[config.mk]
export PLATFORM = sky130hd
export DESIGN_NAME = hdc_port_ctrl
export DESIGN_NICKNAME = d
export VERILOG_FILES = /design/src/verilog/hdc_pkg.sv /design/src/verilog/hdc_port_ctrl.sv
export SDC_FILE = /design/constraint.sdc
export NUM_CORES = 1
export LEC_CHECK = 0
export BUFFER_PORTS_ARGS = -buffer_cell sky130_fd_sc_hd__clkbuf_2
export CAP_MARGIN = 10
export CORE_ASPECT_RATIO = 0.8
export CORE_MARGIN = 2
export CORE_UTILIZATION = 30
export CTS_BUF_LIST = sky130_fd_sc_hd__clkbuf_4 sky130_fd_sc_hd__clkbuf_8 sky130_fd_sc_hd__clkbuf_16
export DETAILED_ROUTE_END_ITERATION = 8
export GPL_ROUTABILITY_DRIVEN = 0
export GPL_TIMING_DRIVEN = 1
export PLACE_DENSITY_LB_ADDON = 0.05
export SLEW_MARGIN = 15
export SYNTH_ARGS = -nofsm -noshare
export SYNTH_HDL_FRONTEND = slang
export SYNTH_SLANG_ARGS = --single-unit
[constraint.sdc]
create_clock -name clk_i -period 5.95 [get_ports clk_i]
set_clock_uncertainty 0.05 [all_clocks]
set_input_delay 1.19 -clock clk_i [delete_from_list [all_inputs] [get_ports clk_i]]
set_output_delay 1.19 -clock clk_i [all_outputs]
set_load 0.02 [all_outputs]
[src/verilog/hdc_pkg.sv]
// Constants shared by the hub downstream port control block.
// Assumes a 125 MHz core clock and a 32-bit classic Wishbone register bus.
package hdc_pkg;

  localparam int CLK_NS         = 8;
  // Overcurrent shutdown delay, least value of the 3 to 4 ms window
  localparam int OC_TIME_US     = 3000;
  // Downstream port reset length
  localparam int PRST_TIME_US   = 10000;
  localparam int OC_CYC_DEF     = (OC_TIME_US * 1000 + CLK_NS - 1) / CLK_NS;
  localparam int PRST_CYC_DEF   = (PRST_TIME_US * 1000 + CLK_NS - 1) / CLK_NS;
  localparam int TMR_W          = 21;
  localparam int NPORT          = 4;

  // Register byte offsets
  localparam logic [7:0] ADR_CTRL  = 8'h00;
  localparam logic [7:0] ADR_DEV   = 8'h04;
  localparam logic [7:0] ADR_CMD   = 8'h08;
  localparam logic [7:0] ADR_STAT  = 8'h0C;
  localparam logic [7:0] ADR_CHG   = 8'h10;
  localparam logic [7:0] ADR_LED   = 8'h14;
  localparam logic [7:0] ADR_HCHAR = 8'h18;

  // CTRL fields
  localparam int CTRL_SUSP = 0;
  localparam int CTRL_MTT  = 1;
  localparam int CTRL_MAN  = 2;
  // DEV fields
  localparam int DEV_CFG_LSB  = 8;
  // CMD fields
  localparam int CMD_PORT_LSB = 4;
  // STAT fields, one byte per port
  localparam int ST_POWER = 0;
  localparam int ST_CONN  = 1;
  localparam int ST_EN    = 2;
  localparam int ST_SUSP  = 3;
  localparam int ST_OC    = 4;
  localparam int ST_RST   = 5;
  localparam int ST_LS    = 6;
  localparam int ST_HS    = 7;
  localparam int ST_STRIDE = 8;
  // CHG fields, one byte per port
  localparam int CH_CONN = 0;
  localparam int CH_EN   = 1;
  localparam int CH_SUSP = 2;
  localparam int CH_OC   = 3;
  localparam int CH_RST  = 4;
  localparam int CHG_W   = 5;
  // Hub characteristics
  localparam int HCHAR_IND_BIT = 7;
  localparam int HCHAR_IND_PWR = 0;
  localparam int HCHAR_IND_OC  = 3;
  // LED manual codes, two bits per port
  localparam logic [1:0] LED_OFF   = 2'h0;
  localparam logic [1:0] LED_AMBER = 2'h1;
  localparam logic [1:0] LED_GREEN = 2'h2;

  typedef enum logic [2:0] {
    CMD_NONE   = 3'h0,
    CMD_SET_PWR = 3'h1,
    CMD_CLR_PWR = 3'h2,
    CMD_SET_RST = 3'h3,
    CMD_CLR_EN  = 3'h4,
    CMD_SET_SUS = 3'h5,
    CMD_CLR_SUS = 3'h6
  } hdc_cmd_t;

  typedef enum logic [2:0] {
    PS_OFF  = 3'h0,
    PS_DISC = 3'h1,
    PS_DIS  = 3'h2,
    PS_RST  = 3'h3,
    PS_EN   = 3'h4,
    PS_SUSP = 3'h5
  } hdc_pst_t;

endpackage

[src/verilog/hdc_port_ctrl.sv]
// Downstream port control for a four-port USB 2.0 hub.
// Assumes the protocol engine hands over decoded hub requests as register
// writes, and gives eof2 and bus reset as one-cycle pulses on clk_i.
// Operation
// - Bus reset clears address and configuration value to zero.
// - Unconfigured hub drives SE0 on every port and keeps ports unpowered.
// - Configured hub releases ports; host powers each with SetPortPower.
// - Powered ports detect connect and disconnect; changes go to status endpoint.
// - SetPortReset on attached port: reset, then enable, then arm babble.
// - Non-idle, non-SE0 line after EOF2 on an enabled port is babble; disable it. SE0 there is a disconnect.
// - ClearPortEnable disables the addressed port.
// - SetPortSuspend and ClearPortSuspend act on the addressed port only.
// - Hub awake: remote wakeup shows as a port change indication.
// - Hub suspended: remote wakeup raises resume signalling upstream.
// - Overcurrent is reported and the port power enable is dropped.
// - Power enable drops 3 to 4 ms after overcurrent detection.
// - Ganged or individual power switching chosen by pin strap.
// - Power enable active level chosen by pin strap.
// - Hub characteristics bit 7 reports port indicators present.
// - Indicators have automatic and manual modes; automatic after power-up.
// - All indicators off while the hub is suspended.
// - Port routes through translator when speeds differ, else repeater.
// - Single translator mode after configuration; SetInterface selects multiple.
// - Single mode forwards full/low-speed traffic to all such ports.
// - Upstream transmitter blocks downstream babble and disconnect.
//
// Our own choices: register access over Wishbone and the placing of the registers.
`timescale 1ns/100ps
module hdc_port_ctrl
  import hdc_pkg::*;
#(
  parameter int NP         = NPORT,
  parameter int OC_CYCLES  = OC_CYC_DEF,
  parameter int RST_CYCLES = PRST_CYC_DEF
) (
  input  wire logic          clk_i,
  input  wire logic          rst_i,
  input  wire logic [7:0]    wb_adr_i,
  input  wire logic [31:0]   wb_dat_i,
  output      logic [31:0]   wb_dat_o,
  input  wire logic          wb_we_i,
  input  wire logic [3:0]    wb_sel_i,
  input  wire logic          wb_cyc_i,
  input  wire logic          wb_stb_i,
  output      logic          wb_ack_o,
  input  wire logic          usb_bus_reset_i,
  input  wire logic          eof2_i,
  input  wire logic          up_hs_i,
  input  wire logic [NP-1:0] port_hs_i,
  input  wire logic          rpt_up_active_i,
  input  wire logic [NP-1:0] tt_target_i,
  input  wire logic [NP-1:0] port_dp_i,
  input  wire logic [NP-1:0] port_dm_i,
  input  wire logic [NP-1:0] port_overcurrent_in_n_i,
  input  wire logic          strap_gang_i,
  input  wire logic          strap_pol_hi_i,
  output      logic [NP-1:0] port_power_enable_n_o,
  output      logic [NP-1:0] port_se0_o,
  output      logic [NP-1:0] port_suspend_o,
  output      logic [NP-1:0] led_green_o,
  output      logic [NP-1:0] led_amber_o,
  output      logic [NP-1:0] tt_route_o,
  output      logic [NP-1:0] tt_fwd_o,
  output      logic          status_change_o,
  output      logic          resume_up_o,
  output      logic          up_tx_block_o
);

  localparam logic [TMR_W-1:0] OC_END  = TMR_W'(OC_CYCLES - 1);
  localparam logic [TMR_W-1:0] RST_END = TMR_W'(RST_CYCLES - 1);

  typedef struct packed {
    logic [NP-1:0]              oc_s1;
    logic [NP-1:0]              oc_s2;
    logic [NP-1:0]              dp_s1;
    logic [NP-1:0]              dp_s2;
    logic [NP-1:0]              dm_s1;
    logic [NP-1:0]              dm_s2;
    logic [1:0]                 strap_s1;
    logic [1:0]                 strap_s2;
    logic [1:0]                 strap_cnt;
    logic                       gang;
    logic                       pol_hi;
    logic [6:0]                 addr;
    logic [7:0]                 cfg;
    logic                       hub_susp;
    logic                       mtt;
    logic                       manual;
    hdc_pst_t [NP-1:0]          pst;
    logic [NP-1:0]              power;
    logic [NP-1:0]              oc_flt;
    logic [NP-1:0]              armed;
    logic [NP-1:0]              ls;
    logic [NP-1:0][TMR_W-1:0]   rtmr;
    logic [NP-1:0][TMR_W-1:0]   otmr;
    logic [NP-1:0][CHG_W-1:0]   chg;
    logic [NP-1:0][1:0]         led;
    logic                       wake;
    logic                       blk;
    logic                       ack;
    logic [31:0]                dat;
  } hdc_state_t;

  hdc_state_t state_reg;
  hdc_state_t state_next;

  function automatic logic [31:0] bmask(input logic [3:0] sel);
    logic [31:0] m;
    m = 32'h0000_0000;
    for (int b = 0; b < 4; b++) begin
      m[b*8 +: 8] = {8{sel[b]}};
    end
    return m;
  endfunction

  function automatic logic [31:0] bmerge(input logic [31:0] old,
                                         input logic [31:0] nw,
                                         input logic [3:0]  sel);
    return (old & ~bmask(sel)) | (nw & bmask(sel));
  endfunction

  logic        wr;
  logic        rd;
  logic [31:0] wmerged;
  hdc_cmd_t    cmd;
  logic [1:0]  cport;
  logic        oc_any;
  logic        evt_up;
  logic        se0;
  logic        idle;
  logic        kst;
  logic        hit;
  logic        pwr_hit;
  logic        port_oc;
  logic [31:0] stat;
  logic [31:0] chgw;
  logic [31:0] ledw;

  always_comb begin
    state_next = state_reg;
    state_next.ack = 1'b0;
    wr = wb_cyc_i & wb_stb_i & wb_we_i & ~state_reg.ack;
    rd = wb_cyc_i & wb_stb_i & ~wb_we_i & ~state_reg.ack;
    wmerged = 32'h0000_0000;
    cmd = CMD_NONE;
    cport = wb_dat_i[CMD_PORT_LSB +: 2];
    if (wr && wb_adr_i == ADR_CMD && wb_sel_i[0]) begin
      cmd = hdc_cmd_t'(wb_dat_i[2:0]);
    end
    se0 = 1'b0;
    idle = 1'b0;
    kst = 1'b0;
    hit = 1'b0;
    pwr_hit = 1'b0;
    port_oc = 1'b0;
    evt_up = 1'b0;
    stat = 32'h0000_0000;
    chgw = 32'h0000_0000;
    ledw = 32'h0000_0000;

    // Pin synchronisers
    state_next.oc_s1 = ~port_overcurrent_in_n_i;
    state_next.oc_s2 = state_reg.oc_s1;
    state_next.dp_s1 = port_dp_i;
    state_next.dp_s2 = state_reg.dp_s1;
    state_next.dm_s1 = port_dm_i;
    state_next.dm_s2 = state_reg.dm_s1;
    state_next.strap_s1 = {strap_pol_hi_i, strap_gang_i};
    state_next.strap_s2 = state_reg.strap_s1;

    // Straps are taken once, after the synchroniser has filled
    if (state_reg.strap_cnt != 2'h3) begin
      state_next.strap_cnt = state_reg.strap_cnt + 2'h1;
      if (state_reg.strap_cnt == 2'h2) begin
        state_next.gang = state_reg.strap_s2[0];
        state_next.pol_hi = state_reg.strap_s2[1];
      end
    end

    oc_any = |(state_reg.oc_s2 & state_reg.power);

    // Change bits: clear by write-one, set in the loop below wins
    for (int p = 0; p < NP; p++) begin
      chgw[p*ST_STRIDE +: CHG_W] = state_reg.chg[p];
    end
    if (wr && wb_adr_i == ADR_CHG) begin
      chgw = chgw & ~(wb_dat_i & bmask(wb_sel_i));
    end
    for (int p = 0; p < NP; p++) begin
      state_next.chg[p] = chgw[p*ST_STRIDE +: CHG_W];
    end

    for (int p = 0; p < NP; p++) begin
      se0 = ~state_reg.dp_s2[p] & ~state_reg.dm_s2[p];
      idle = state_reg.ls[p] ? (~state_reg.dp_s2[p] & state_reg.dm_s2[p])
                             : (state_reg.dp_s2[p] & ~state_reg.dm_s2[p]);
      kst = state_reg.ls[p] ? (state_reg.dp_s2[p] & ~state_reg.dm_s2[p])
                            : (~state_reg.dp_s2[p] & state_reg.dm_s2[p]);
      hit = (cport == 2'(p));
      pwr_hit = hit | state_reg.gang;
      port_oc = state_reg.gang ? oc_any : state_reg.oc_s2[p];

      // Overcurrent: report at once, cut power after the delay
      if (port_oc && state_reg.power[p] && !state_reg.oc_flt[p]) begin
        state_next.oc_flt[p] = 1'b1;
        state_next.chg[p][CH_OC] = 1'b1;
        state_next.otmr[p] = '0;
      end else if (state_reg.oc_flt[p] && state_reg.power[p]) begin
        state_next.otmr[p] = state_reg.otmr[p] + TMR_W'(1);
        if (state_reg.otmr[p] == OC_END) begin
          state_next.power[p] = 1'b0;
          state_next.pst[p] = PS_OFF;
        end
      end

      case (state_reg.pst[p])
        PS_OFF: begin
          state_next.armed[p] = 1'b0;
        end
        PS_DISC: begin
          if (!se0) begin
            state_next.pst[p] = PS_DIS;
            state_next.ls[p] = state_reg.dm_s2[p];
            state_next.chg[p][CH_CONN] = 1'b1;
          end
        end
        PS_DIS: begin
          if (se0) begin
            state_next.pst[p] = PS_DISC;
            state_next.chg[p][CH_CONN] = 1'b1;
          end
        end
        PS_RST: begin
          state_next.rtmr[p] = state_reg.rtmr[p] + TMR_W'(1);
          if (state_reg.rtmr[p] == RST_END) begin
            state_next.pst[p] = PS_EN;
            state_next.chg[p][CH_RST] = 1'b1;
          end
        end
        PS_EN: begin
          // Arming one cycle after enable keeps reset recovery clean
          if (!state_reg.armed[p]) begin
            state_next.armed[p] = 1'b1;
          end else if (eof2_i && se0) begin
            state_next.pst[p] = PS_DISC;
            state_next.armed[p] = 1'b0;
            state_next.chg[p][CH_CONN] = 1'b1;
            evt_up = 1'b1;
          end else if (eof2_i && !idle) begin
            state_next.pst[p] = PS_DIS;
            state_next.armed[p] = 1'b0;
            state_next.chg[p][CH_EN] = 1'b1;
            evt_up = 1'b1;
          end
        end
        PS_SUSP: begin
          if (se0) begin
            state_next.pst[p] = PS_DISC;
            state_next.chg[p][CH_CONN] = 1'b1;
            evt_up = 1'b1;
          end else if (kst) begin
            state_next.pst[p] = PS_EN;
            if (state_reg.hub_susp) begin
              state_next.wake = 1'b1;
            end else begin
              state_next.chg[p][CH_SUSP] = 1'b1;
            end
          end
        end
        default: begin
          state_next.pst[p] = PS_OFF;
        end
      endcase

      // Host requests override line events in the same cycle
      case (cmd)
        CMD_SET_PWR: begin
          if (pwr_hit && state_reg.cfg != 8'h00) begin
            state_next.power[p] = 1'b1;
            state_next.oc_flt[p] = 1'b0;
            if (!state_reg.power[p]) begin
              state_next.pst[p] = PS_DISC;
            end
          end
        end
        CMD_CLR_PWR: begin
          if (pwr_hit) begin
            state_next.power[p] = 1'b0;
            state_next.pst[p] = PS_OFF;
          end
        end
        CMD_SET_RST: begin
          if (hit && state_reg.pst[p] != PS_OFF && state_reg.pst[p] != PS_DISC) begin
            state_next.pst[p] = PS_RST;
            state_next.rtmr[p] = '0;
            state_next.armed[p] = 1'b0;
          end
        end
        CMD_CLR_EN: begin
          if (hit && (state_reg.pst[p] == PS_EN || state_reg.pst[p] == PS_SUSP)) begin
            state_next.pst[p] = PS_DIS;
            state_next.armed[p] = 1'b0;
          end
        end
        CMD_SET_SUS: begin
          if (hit && state_reg.pst[p] == PS_EN) begin
            state_next.pst[p] = PS_SUSP;
          end
        end
        CMD_CLR_SUS: begin
          if (hit && state_reg.pst[p] == PS_SUSP) begin
            state_next.pst[p] = PS_EN;
          end
        end
        default: begin
        end
      endcase

      // Faulted port stays dark until a fresh power request
      if (state_reg.oc_flt[p] && !state_reg.power[p] && cmd != CMD_SET_PWR) begin
        state_next.power[p] = 1'b0;
      end

      if (state_reg.cfg == 8'h00) begin
        state_next.power[p] = 1'b0;
        state_next.pst[p] = PS_OFF;
        state_next.armed[p] = 1'b0;
      end

      stat[p*ST_STRIDE + ST_POWER] = state_reg.power[p];
      stat[p*ST_STRIDE + ST_CONN] = state_reg.pst[p] > PS_DISC;
      stat[p*ST_STRIDE + ST_EN] = state_reg.pst[p] >= PS_EN;
      stat[p*ST_STRIDE + ST_SUSP] = state_reg.pst[p] == PS_SUSP;
      stat[p*ST_STRIDE + ST_OC] = state_reg.oc_flt[p];
      stat[p*ST_STRIDE + ST_RST] = state_reg.pst[p] == PS_RST;
      stat[p*ST_STRIDE + ST_LS] = state_reg.ls[p];
      stat[p*ST_STRIDE + ST_HS] = port_hs_i[p];
      ledw[p*2 +: 2] = state_reg.led[p];
    end

    if (!state_reg.hub_susp) begin
      state_next.wake = 1'b0;
    end
    state_next.blk = rpt_up_active_i & evt_up;

    // Register writes
    if (wr) begin
      case (wb_adr_i)
        ADR_CTRL: begin
          wmerged = bmerge({29'h0, state_reg.manual, state_reg.mtt, state_reg.hub_susp},
                           wb_dat_i, wb_sel_i);
          state_next.hub_susp = wmerged[CTRL_SUSP];
          state_next.mtt = wmerged[CTRL_MTT];
          state_next.manual = wmerged[CTRL_MAN];
        end
        ADR_DEV: begin
          wmerged = bmerge({16'h0, state_reg.cfg, 1'b0, state_reg.addr},
                           wb_dat_i, wb_sel_i);
          state_next.addr = wmerged[6:0];
          state_next.cfg = wmerged[DEV_CFG_LSB +: 8];
          if (wmerged[DEV_CFG_LSB +: 8] != state_reg.cfg) begin
            state_next.mtt = 1'b0;
          end
        end
        ADR_LED: begin
          wmerged = bmerge(ledw, wb_dat_i, wb_sel_i);
          for (int p = 0; p < NP; p++) begin
            state_next.led[p] = wmerged[p*2 +: 2];
          end
        end
        default: begin
        end
      endcase
    end

    if (usb_bus_reset_i) begin
      state_next.addr = 7'h00;
      state_next.cfg = 8'h00;
      state_next.mtt = 1'b0;
      state_next.hub_susp = 1'b0;
    end

    // Bus answer: one cycle after the request, unmapped reads zero
    if (wr || rd) begin
      state_next.ack = 1'b1;
      case (wb_adr_i)
        ADR_CTRL: state_next.dat = {29'h0, state_reg.manual, state_reg.mtt,
                                    state_reg.hub_susp};
        ADR_DEV: state_next.dat = {16'h0, state_reg.cfg, 1'b0, state_reg.addr};
        ADR_STAT: state_next.dat = stat;
        ADR_CHG: state_next.dat = chgw;
        ADR_LED: state_next.dat = ledw;
        ADR_HCHAR: begin
          state_next.dat = 32'h0000_0000;
          state_next.dat[HCHAR_IND_BIT] = 1'b1;
          state_next.dat[HCHAR_IND_PWR] = ~state_reg.gang;
          state_next.dat[HCHAR_IND_OC] = ~state_reg.gang;
        end
        default: state_next.dat = 32'h0000_0000;
      endcase
    end
  end

  always_ff @(posedge clk_i) begin
    if (rst_i) begin
      state_reg <= '0;
    end else begin
      state_reg <= state_next;
    end
  end

  logic [NP-1:0] ls_route;

  always_comb begin
    ls_route = {NP{up_hs_i}} & ~port_hs_i;
    tt_route_o = ls_route;
    // Single mode shares one translator, so every slow port hears it
    if (state_reg.mtt) begin
      tt_fwd_o = tt_target_i & ls_route;
    end else begin
      tt_fwd_o = (|(tt_target_i & ls_route)) ? ls_route : '0;
    end
    for (int p = 0; p < NP; p++) begin
      port_power_enable_n_o[p] = state_reg.pol_hi ? state_reg.power[p]
                                                  : ~state_reg.power[p];
      port_se0_o[p] = (state_reg.cfg == 8'h00) | (state_reg.pst[p] == PS_RST);
      port_suspend_o[p] = state_reg.pst[p] == PS_SUSP;
      if (state_reg.hub_susp) begin
        led_green_o[p] = 1'b0;
        led_amber_o[p] = 1'b0;
      end else if (state_reg.manual) begin
        led_green_o[p] = state_reg.led[p] == LED_GREEN;
        led_amber_o[p] = state_reg.led[p] == LED_AMBER;
      end else begin
        led_green_o[p] = state_reg.pst[p] == PS_EN;
        led_amber_o[p] = state_reg.oc_flt[p] | (state_reg.pst[p] == PS_DIS);
      end
    end
  end

  assign wb_dat_o        = state_reg.dat;
  assign wb_ack_o        = state_reg.ack;
  assign status_change_o = (|state_reg.chg) & ~state_reg.hub_susp;
  assign resume_up_o     = state_reg.wake;
  assign up_tx_block_o   = state_reg.blk;

endmodule

* After elaboration in Yosys (flattened, before gate mapping)
Index checks and enable logic that the tools add are counted.
** Word-level totals
- Flip-flop bits (word level) :: 309
- Bits of input ports :: 75
- Output and inout port bits :: 64
- Logic and storage cells :: 593
** Cells by class
- $add $sub $neg :: 9
- Magnitude comparators :: 8
- Equal/unequal tests :: 60
- Mux-type cells :: 288
- Bitwise operators :: 66
- Reductions and logical operators :: 112
** Operator list (number)
- 21-bit two-way mux :: 12
- 3-bit two-way mux :: 73
- 32-bit case mux with 6 select lines :: 1
- 21-bit by 1-bit adder with 21-bit output (second input constant) :: 8
- 1-bit two-way mux :: 165
- 3-bit case mux with 6 select lines :: 8
- 21-bit by 19-bit == test with 1-bit output (second input constant) :: 4
- 21-bit == test (second input constant) :: 4
- 1-bit logical AND :: 55
- 1-bit case mux with 2 select lines :: 17
- 3-bit == test (second input constant) :: 11
- 33-bit two-way mux :: 1
- 29-bit by 32-bit AND with 32-bit output :: 1
- 32-bit AND :: 1
- 32-bit two-way mux :: 1
- 32-bit NOT :: 1
- 3-bit by 2-bit == test with 1-bit output (second input constant) :: 10
- 8-bit by 5-bit == test with 1-bit output (second input constant) :: 3
- 2-bit OR reduction :: 11
- 1-bit NOT :: 20
- 20-bit OR reduction :: 1
- 1-bit AND :: 19
- 16-bit AND :: 1
- 8-bit by 4-bit == test with 1-bit output (second input constant) :: 2
- 34 further kinds :: 113

* Longest topological paths before layout
Gate-level depths: netlist (run 1).
- Depth after elaboration :: 22
- Gate-level depth with buffers :: 9
- Depth with buffers taken out :: 8

* Worst setup path before layout (run 1)
OpenSTA, ideal clock, no wires.
- Path kind :: input to output
- From :: input port up_hs_i
- To :: output port tt_fwd_o[0]
- Arrival time :: 2.193 ns
- Required time :: 4.710 ns
- Slack :: 2.517 ns
- Stages on the path :: 4
- Path buffers :: 0
- Cell sequence :: nor2b_1 -> a22o_1 -> a211oi_1 -> nor2_1
** Between the ends
- Cells in the longest elaborated chain, start to end :: 5
** RTL lines
- from (decl) :: line hdc_port_ctrl.sv:48 : input wire logic up_hs_i,
- 4-bit AND (*) :: line hdc_port_ctrl.sv:415 : ls_route = {NP{up_hs_i}} & ~port_hs_i;
- 4-bit AND :: line hdc_port_ctrl.sv:419, hdc_port_ctrl.sv:421
- 4-bit OR reduction :: line hdc_port_ctrl.sv:421 : tt_fwd_o = (|(tt_target_i & ls_route)) ? ls_route : '0;
- 4-bit two-way mux :: line hdc_port_ctrl.sv:421
- 4-bit two-way mux (*) :: line hdc_port_ctrl.sv:418 : if (state_reg.mtt) begin
- to (decl) :: line hdc_port_ctrl.sv:63 : output logic [NP-1:0] tt_fwd_o,
Mark *: on every way between the ends. The rest lies on a longest branch, timed or not.

* Final worst setup path (run 1)
- From :: register state_reg[251] in the netlist's numbering
- To :: output port led_amber_o[1]
** Between the ends
- Cells in the longest elaborated chain, start to end :: 4
** RTL lines
- from (decl) :: line hdc_port_ctrl.sv:104 : hdc_state_t state_reg;
- from (signal assigned) :: line hdc_port_ctrl.sv:408 : state_reg <= state_next;
- 3-bit by 2-bit == test with 1-bit output :: line hdc_port_ctrl.sv:436 : led_amber_o[p] = state_reg.oc_flt[p] | (state_reg.pst[p] == PS_DIS);
- 1-bit OR :: line hdc_port_ctrl.sv:436
- 1-bit two-way mux :: line hdc_port_ctrl.sv:431 : end else if (state_reg.manual) begin
- 1-bit two-way mux :: line hdc_port_ctrl.sv:428 : if (state_reg.hub_susp) begin
- to (decl) :: line hdc_port_ctrl.sv:61 : output logic [NP-1:0] led_amber_o,
Every way passes these cells.

==> flow_metrics.tcl, run 1 <==
set metrics [dict create \
    core_area_mm2 0.05236 \
    finalNetCount 2125 \
    synth_cells 1998 \
    drtAntennaViolNets 0 \
    ys.flop_type "dfxtp_1" \
    yosysUniqueCellTypes 73 \
    clockBufferDepth 3 \
    syn_area_mm2 0.01589 \
    synth_nets 2083 \
    wl_per_cell_um 19.22 \
    drt-total-wl_um 53120 \
    drt_iter0_markers 1115 \
    crit_arrival_ns 2.86 \
    rsz0062_at_grt "false" \
    synth-edff-count 0 \
    cpLargestDelayFamily "simple AND/OR/NAND/NOR gates" \
    areaGrowthSynthToFinish_pct 13.95 \
    post_cts_buffers 0 \
    worst_setup_path_end_kind "output port" \
    grtUsageTotal_pct 19.10 \
    die_w_um 261.3 \
    hold_viol 0 \
    async_flop_share_pct 0 \
    final_util_pct 34.57 \
    grt_first_pass_wirelength_um 81790 \
    worst_pin_slew_ns 1.192 \
    grt_pass1_vias 13670 \
    finalSetupViolCount 0 \
    cts-root-buf "clkbuf_16" \
    leakage_nw 6.386 \
    cp.buffers_inverters 1 \
    cts_buffers 38 \
    r2r_start "stat[24]" \
    whs_endpoint "state_reg[282]" \
    path_cells "nor3b_1 -> nor3_1 -> a211oi_1 -> clkbuf_2" \
    worst-path-max-fanout 14 \
    rr_endpoint "state_reg[145]" \
    hold_path_depth 1 \
    slew_headroom_pct 20.12 \
    hpwl_um 38850 \
    drive_gt1_share_pct 12.27 \
    initial_utilization_pct 30.34 \
    fp.dieH_um 209.8 \
    max_stage_delay_ns 0.90 \
    fillers 5581 \
    drv_slew 0 \
    fmax_mhz 243.8 \
    clock-sinks 309 \
    power_density_mw_per_mm2 256.6 \
    cp_slowest_cell "nor3b_1" \
    io-pin-count 139 \
    syn_area_per_cell_um2 7.951 \
    route.detailed.drc 0 \
    grt-ovfl-total 0 \
    required_ns 4.71 \
    period_share_pct 68.93 \
    viasPerCell 5.224 \
    max-cap-violations 0 \
    synth-seq-area-share_pct 38.94 \
    r2r_slack_ns 3.01 \
    antenna_found_initial 1 \
    clock_latency_ns 0.57 \
    cp-start-kind "flop" \
    timing.setup.tns_ns 0 \
    cts_tree "built" \
    min_from "state_next[282]" \
    status "complete, no violations" \
    num_vias 14440 \
    cts.clk_slew.worst_paths_ns 0.06 \
    die-area_mm2 0.05482 \
    path_class "flop to output port" \
    h-tree-depth 2 \
    finalCriticalPeriod_ns 4.101 \
    rows 75 \
    post_cts_resized 0 \
    ys_ff_latch 309 \
    hold_path_class "flop to flop" \
    ir_drop_uv 176.6 \
    dr.pass1.iters 7 \
    ys_warn_count 0 \
    largest_reg_flops 231 \
    portBuffers 132 \
    postCtsHoldBufs 0 \
    grt_max_degree 71 \
    r2r_cells 5 \
]
==> power breakdown <==
part           switching [mW]  leakage, nW  total, mW  internal (mW)
logic                   0.119         3.24      0.169         0.0499
clock network           0.962        0.652       2.38           1.42
registers              0.0112         2.49       2.09           2.08
==> worst max-delay path by stage <==
| stage | from | endpoint | slack [ns] | cells after the start |
|---|---|---|---|---|
| final | state_reg[251] | led_amber_o[1] | 1.85 | 4 |
| after floorplan | up_hs_i | tt_fwd_o[0] | 2.52 | 4 |
| after CTS | state_reg[251] | led_amber_o[1] | 1.87 | 4 |
| after global placement | wb_adr_i[4] | state_reg[222] | 1.62 | 7 |
| after detailed placement | wb_adr_i[4] | state_reg[226] | 1.62 | 7 |
| after global routing | state_reg[251] | led_amber_o[1] | 1.75 | 4 |
==> cells in the final DEF, fill, tap and decap left out, types with 17 or more instances in the layout <==
cell type,instances
nor4_1,25
a21oi_1,108
clkbuf_2,131
xor2_1,98
nor3_1,52
or3_1,25
o21ai_0,61
nand3_1,101
and4_1,18
dfxtp_1,309
inv_1,31
mux2i_1,23
nand2b_1,23
o22ai_1,20
nor2_1,289
nor2b_1,39
clkbuf_16,39
nand2_1,221
and3b_1,17
and3_1,39
a22oi_1,24
nand4_1,52
xnor2_1,60
==> area by class of cell <==
type | instances | area, um2 | share of cell area, %
antenna | 1 | 2.502 | 0.01382
clock buffer | 59 | 1182 | 6.532
clock inverter | 11 | 108.9 | 0.6014
inverter | 31 | 116.4 | 0.6428
multi-input combinational | 1516 | 8885 | 49.08
sequential | 309 | 6186 | 34.17
tap | 693 | 867.1 | 4.790
timing repair buffer | 144 | 753.2 | 4.161
==> synthesized netlist by cell type, types with 13 or more instances <==
cell type / n / area share, %
o22ai_1: 20 / 0.79
a21oi_1: 108 / 3.4
and3b_1: 17 / 0.94
and4_1: 18 / 0.99
clkbuf_1: 86 / 2.0
nor4_1: 25 / 0.98
buf_4: 38 / 1.8
a31oi_1: 13 / 0.51
nor3b_1: 15 / 0.71
or3_1: 25 / 0.98
mux2i_1: 23 / 1.4
dfxtp_1: 309 / 39
inv_1: 31 / 0.73
xor2_1: 98 / 5.4
and3_1: 39 / 1.5
nand3_1: 101 / 3.2
nand4_1: 52 / 2.0
a22oi_1: 24 / 1.1
nor2b_1: 39 / 1.5
nand2b_1: 23 / 0.91
or2_2: 15 / 0.59
o21ai_0: 61 / 1.9
nor3_1: 53 / 1.7
nand2_1: 221 / 5.2
nor2_1: 289 / 6.8
xnor2_1: 60 / 3.3
nor4b_1: 13 / 0.72
==> cell families (layout without fill, tap and decap cells) <==
logic type | count (synthesis) | in the layout | share of synthesized area [%]
DFF | 309 | 309 | 38.94
muxes | 28 | 28 | 1.804
other | 0 | 1 | 0
adders and majority gates | 10 | 10 | 0.7876
buffers and inverters | 173 | 245 | 5.159
xor gates and xnor gates | 158 | 158 | 8.711
AOI/OAI and AO/OA | 319 | 319 | 12.73
and+or+nand+nor | 1001 | 1001 | 31.87
==> routing by layer <==
| layer | GRT usage [%] | up-vias | routed length, um |
|---|---|---|---|
| met4 | 5.897 | 0 | 1161 |
| met2 | 28.74 | 339 | 23220 |
| met1 | 27.56 | 6926 | 26030 |
| met3 | 3.406 | 74 | 2712 |
| li1 | - | 7101 | - |
| met5 | 0 | - | 0 |
==> through the flow <==
| stage | setup WS, ns | area, um2 | hold slack [ns] | std cells | power, mW |
|---|---|---|---|---|---|
| after detailed placement | 1.619 | 16810 | 0.3717 | 2693 | 2.308 |
| after global placement | 1.621 | 16810 | 0.3672 | 2693 | 2.308 |
| final | 1.849 | 18100 | 0.3838 | 2764 | 4.645 |
| after floorplan | 2.517 | 15890 | 0.3638 | 1998 | 2.237 |
| after CTS | 1.866 | 18100 | 0.3909 | 2763 | 4.738 |
| after global routing | 1.751 | 18100 | 0.4050 | 2763 | 4.838 |
==> worst register-to-register path, cell delays in order (launching register included) <==
cell and delay [ns]:
dfxtp_1 0.81, a222oi_1 0.26, and3_1 0.30, nor3_1 0.77, or2_2 0.53, nor2_1 0.11
No activity file was read; power rests on OpenSTA's default activity.
==> run 2: changes to the inputs <==
clock period = 3.6 ns   (was 5.95 ns; I/O delays follow)
==> run 2 against run 1 <==
Compared with the run above: core utilization grew 0.71 points; worst setup slack worse by 1.5 ns; global-route usage grew 0.37 points; non-clock buffer count rose by 41; critical endpoint unchanged; highest routed layer unchanged.
==> flow_metrics.tcl, run 2 (synthesis gave the netlist of run 1 again) <==
set metrics [dict create \
    die_w_um 261.3 \
    dp.cells 2734 \
    slew_headroom_pct 33.69 \
    initial_utilization_pct 30.34 \
    clockBufferDepth 3 \
    io-pin-count 139 \
    route.detailed.drc 0 \
    clock_latency_ns 0.56 \
    drtAntennaViolNets 0 \
    crit_arrival_ns 2.52 \
    cts-root-buf "clkbuf_16" \
    cp-start-kind "flop" \
    ir_drop_uv 288.4 \
    cts.clk_slew.worst_paths_ns 0.06 \
    hpwl_um 39400 \
    max-cap-violations 0 \
    antenna_found_initial 1 \
    final_cells 2803 \
    rows 75 \
    drt_iter0_markers 1221 \
    path_class "flop to output port" \
    hold_viol 0 \
    fillers 5518 \
    core_area_mm2 0.05236 \
    hold_path_class "input port to flop" \
    clock-sinks 309 \
    die-area_mm2 0.05482 \
    final_common_cell "dfxtp_1" \
    fp.dieH_um 209.8 \
    final-seq-area_mm2 0.006186 \
    grt_max_degree 103 \
    n_antenna_cell 0 \
    grt_pass1_vias 13990 \
    drt-total-wl_um 53720 \
    largest_reg_flops 231 \
    finalSetupViolCount 0 \
    cts_buffers 38 \
    drive_gt1_share_pct 13.93 \
    path_cells "nor3b_1 -> buf_4 -> nor3_1 -> a211oi_1 -> clkbuf_2" \
    grt_first_pass_wirelength_um 83140 \
    r2r_slack_ns 0.86 \
    multi_input_area_mm2 0.008885 \
    mostFrequentLayoutCells "309 x dfxtp_1, 289 x nor2_1, 221 x nand2_1" \
    grtUsageTotal_pct 19.47 \
    cp_slowest_cell "dfxtp_1" \
    cts_tree "built" \
    wl_per_cell_um 19.17 \
    finalCriticalPeriod_ns 3.290 \
    power_density_mw_per_mm2 422.3 \
    place_area_mm2 0.01715 \
    dr.pass1.iters 5 \
    fmax_mhz 304.0 \
    status "complete, no violations" \
    h-tree-depth 2 \
    areaGrowthSynthToFinish_pct 16.30 \
    postCtsHoldBufs 0 \
    num_vias 14510 \
    max_stage_delay_ns 0.57 \
    leakage_nw 6.631 \
    post_cts_buffers 0 \
    viasPerCell 5.176 \
    design_area_mm2 0.01848 \
    drv_slew 0 \
    period_share_pct 91.38 \
    post_cts_resized 0 \
    worst-path-max-fanout 14 \
    worst_setup_path_end_kind "output port" \
    rsz0062_at_grt "false" \
    grt-ovfl-total 0 \
    worst_pin_slew_ns 0.9843 \
    portBuffers 132 \
    finalNetCount 2166 \
    timing.setup.tns_ns 0 \
    required_ns 2.83 \
]
## run 2: final cells by class
class | count | area share [%]
timing repair buffer | 185 | 5.946
tap | 693 | 4.693
inverter | 31 | 0.6298
sequential | 309 | 33.48
clock buffer | 57 | 6.325
multi-input combinational | 1516 | 48.09
clock inverter | 12 | 0.8330
## run 2: final timing paths
check | from | end | depth (start not counted)
hold / removal | port_overcurrent_in_n_i[3] | state_next[304] | 2
hold reg to reg | state_next[282] | state_reg[282] | 1
setup reg to reg | state_reg[251] | up_tx_block_o | 6
setup / recovery | state_reg[251] | led_amber_o[1] | 5
## run 2: metal layers
| layer | share of wire [%] | global-route usage, % |
|---|---|---|
| met5 | 0 | 0 |
| met4 | 2.0 | 5.368 |
| met3 | 5.9 | 3.684 |
| met2 | 44 | 29.37 |
| met1 | 48 | 28.13 |
## run 2: critical path: cells and delay by family, from the launching register on
kind            cells  cell delay, ns
buf+inv             2            0.48
simple gates        2            0.51
compound gates      1            0.41
flops               1            0.57
## run 2: power breakdown
part,total (mW),switching [mW],internal [mW]
sequential,3.46,0.0203,3.44
combinational,0.295,0.201,0.0941
clock,4.05,1.58,2.47
## run 2: through the flow
stage	setup WS [ns]	util, %	hold slack [ns]	power [mW]
after floorplan	0.7226	-	0.3638	3.698
after global routing	0.1203	35.28	0.2201	8.123
final	0.3101	35.28	0.2515	7.803
after CTS	0.3018	35.28	0.2137	7.955
after global placement	0.3202	32.76	0.3680	3.829
after detailed placement	0.3346	32.76	0.3756	3.831
==> run 3: changes to the inputs <==
--- a/constraint.sdc
+++ b/constraint.sdc
@@ -3,3 +3,3 @@
 set_input_delay 0.72 -clock clk_i [delete_from_list [all_inputs] [get_ports clk_i]]
 set_output_delay 0.72 -clock clk_i [all_outputs]
-set_load 0.02 [all_outputs]
+set_load 0.05 [all_outputs]
==> run 3 against run 2 <==
Compared with the run above: total power decreased by 0.63%; worst hold slack improved by 0.016 ns; combinational power increased by 6%; first-iteration DRC count decreased by 8.4%; global-route usage decreased by 0.14 points; worst setup slack got worse by 0.097 ns; routed wire length decreased by 0.53%; clock power decreased by 2%; largest power group unchanged; highest routed layer is now met5.
==> flow_metrics.tcl, run 3 (synthesis gave the netlist of run 1 again) <==
set metrics [dict create \
    worst_setup_path_end_kind "output port" \
    hold_viol 0 \
    grt_pass1_vias 13720 \
    post_cts_resized 0 \
    timing.setup.tns_ns 0 \
    fillers 5535 \
    antenna_found_initial 1 \
    fin_hold_ws_ns 0.2678 \
    required_ns 2.83 \
    p_int_mw 5.957 \
    power_density_mw_per_mm2 419.7 \
    hpwl_um 39540 \
    cts.clk_slew.worst_paths_ns 0.06 \
    rsz0062_at_grt "false" \
    core_area_mm2 0.05236 \
    clockBufferDepth 3 \
    r2r_start "state_reg[251]" \
    grtUsageTotal_pct 19.33 \
    post_cts_buffers 0 \
    finalCriticalPeriod_ns 3.386 \
    drv_slew 0 \
    n_antenna_cell 0 \
    max-cap-violations 0 \
    cts-root-buf "clkbuf_16" \
    cts_tree "built" \
    cts_buffers 37 \
    largest_reg_flops 231 \
    clock_latency_ns 0.56 \
    clock-sinks 309 \
    design_area_mm2 0.01847 \
    drt-total-wl_um 53440 \
    areaGrowthSynthToFinish_pct 16.28 \
    ir_drop_uv 269.9 \
    min_from "port_overcurrent_in_n_i[3]" \
    drt_iter0_markers 1119 \
    grt_max_degree 103 \
    dp.cells 2737 \
    num_vias 14590 \
    finalNetCount 2168 \
    slew_headroom_pct 28.30 \
    cp-start-kind "flop" \
    place_area_mm2 0.01718 \
    mostFrequentLayoutCells "309 x dfxtp_1, 289 x nor2_1, 221 x nand2_1" \
    die-area_mm2 0.05482 \
    power.share.clock_pct 51.3 \
    viasPerCell 5.204 \
    wl_per_cell_um 19.06 \
    leakage_nw 6.621 \
    hold_path_class "input port to flop" \
    crit_arrival_ns 2.62 \
    sw_frac_of_total_pct 23.17 \
    drive_gt1_share_pct 13.93 \
    startpoint "state_reg[251]" \
    drtAntennaViolNets 0 \
    io-pin-count 139 \
    die_w_um 261.3 \
    fmax_mhz 295.3 \
    grt-ovfl-total 0 \
    p_sw_mw 1.796 \
    route.detailed.drc 0 \
    dr.pass1.iters 5 \
    worst_pin_slew_ns 1.064 \
    final_cells 2803 \
    initial_utilization_pct 30.34 \
    h-tree-depth 2 \
    rows 75 \
    final-seq-area_mm2 0.006186 \
    worst-path-max-fanout 14 \
    p_total_mw 7.753 \
    status "complete, no violations" \
    pwr-share-seq_pct 44.6 \
    fp.dieH_um 209.8 \
    finalSetupViolCount 0 \
    multi_input_area_mm2 0.008885 \
    portBuffers 132 \
    final_common_cell "dfxtp_1" \
    pwr-share-comb_pct 4.0 \
    path_class "flop to output port" \
    postCtsHoldBufs 0 \
    grt_first_pass_wirelength_um 82320 \
    period_share_pct 94.07 \
]
[run 3: routing by layer]
layer / vias up / part of all wire (%) / GRT usage, %
met3: 76 / 5.5 / 3.611
met4: 2 / 2.3 / 5.466
met2: 392 / 44 / 28.97
met5: - / 0.028 / 0
met1: 6933 / 49 / 28.06
li1: 7183 / - / -
[run 3: path summary, 6_finish.rpt]
kind,depth (start not counted),to,slack [ns]
min reg2reg,1,state_reg[282],0.39
max,5,led_amber_o[1],0.21
min,2,state_next[304],0.27
max reg2reg,7,up_tx_block_o,0.89
[run 3: final cells by class]
class / instances / area share, %
Clock buffer: 52 / 5.927
Multi-Input combinational cell: 1516 / 48.10
Sequential cell: 309 / 33.49
Clock inverter: 14 / 1.091
Tap cell: 693 / 4.694
Inverter: 31 / 0.6300
Timing Repair Buffer: 188 / 6.069
[run 3: per-stage QoR]
stage / setup WS [ns] / util (%)
final: 0.2136 / 35.28
after global routing: 0.09769 / 35.28
after CTS: 0.1614 / 35.28
after detailed placement: 0.2946 / 32.80
after global placement: 0.3030 / 32.80
after floorplan: 0.2880 / -
[run 3: worst max-delay path, stage by stage (launching register included)]
cell      delay, ns
dfxtp_1        0.59
nor3b_1        0.46
buf_4          0.23
nor3_1         0.05
a211oi_1       0.38
clkbuf_2       0.35
[run 3: power by group through the flow]
stage	sequential, mW	combinational, mW	clock [mW]
finish	3.46	0.314	3.98
CTS	3.46	0.317	4.12
global placement	3.53	0.314	0
detailed placement	3.53	0.316	0
global route	3.46	0.343	4.25
floorplan	3.53	0.187	0
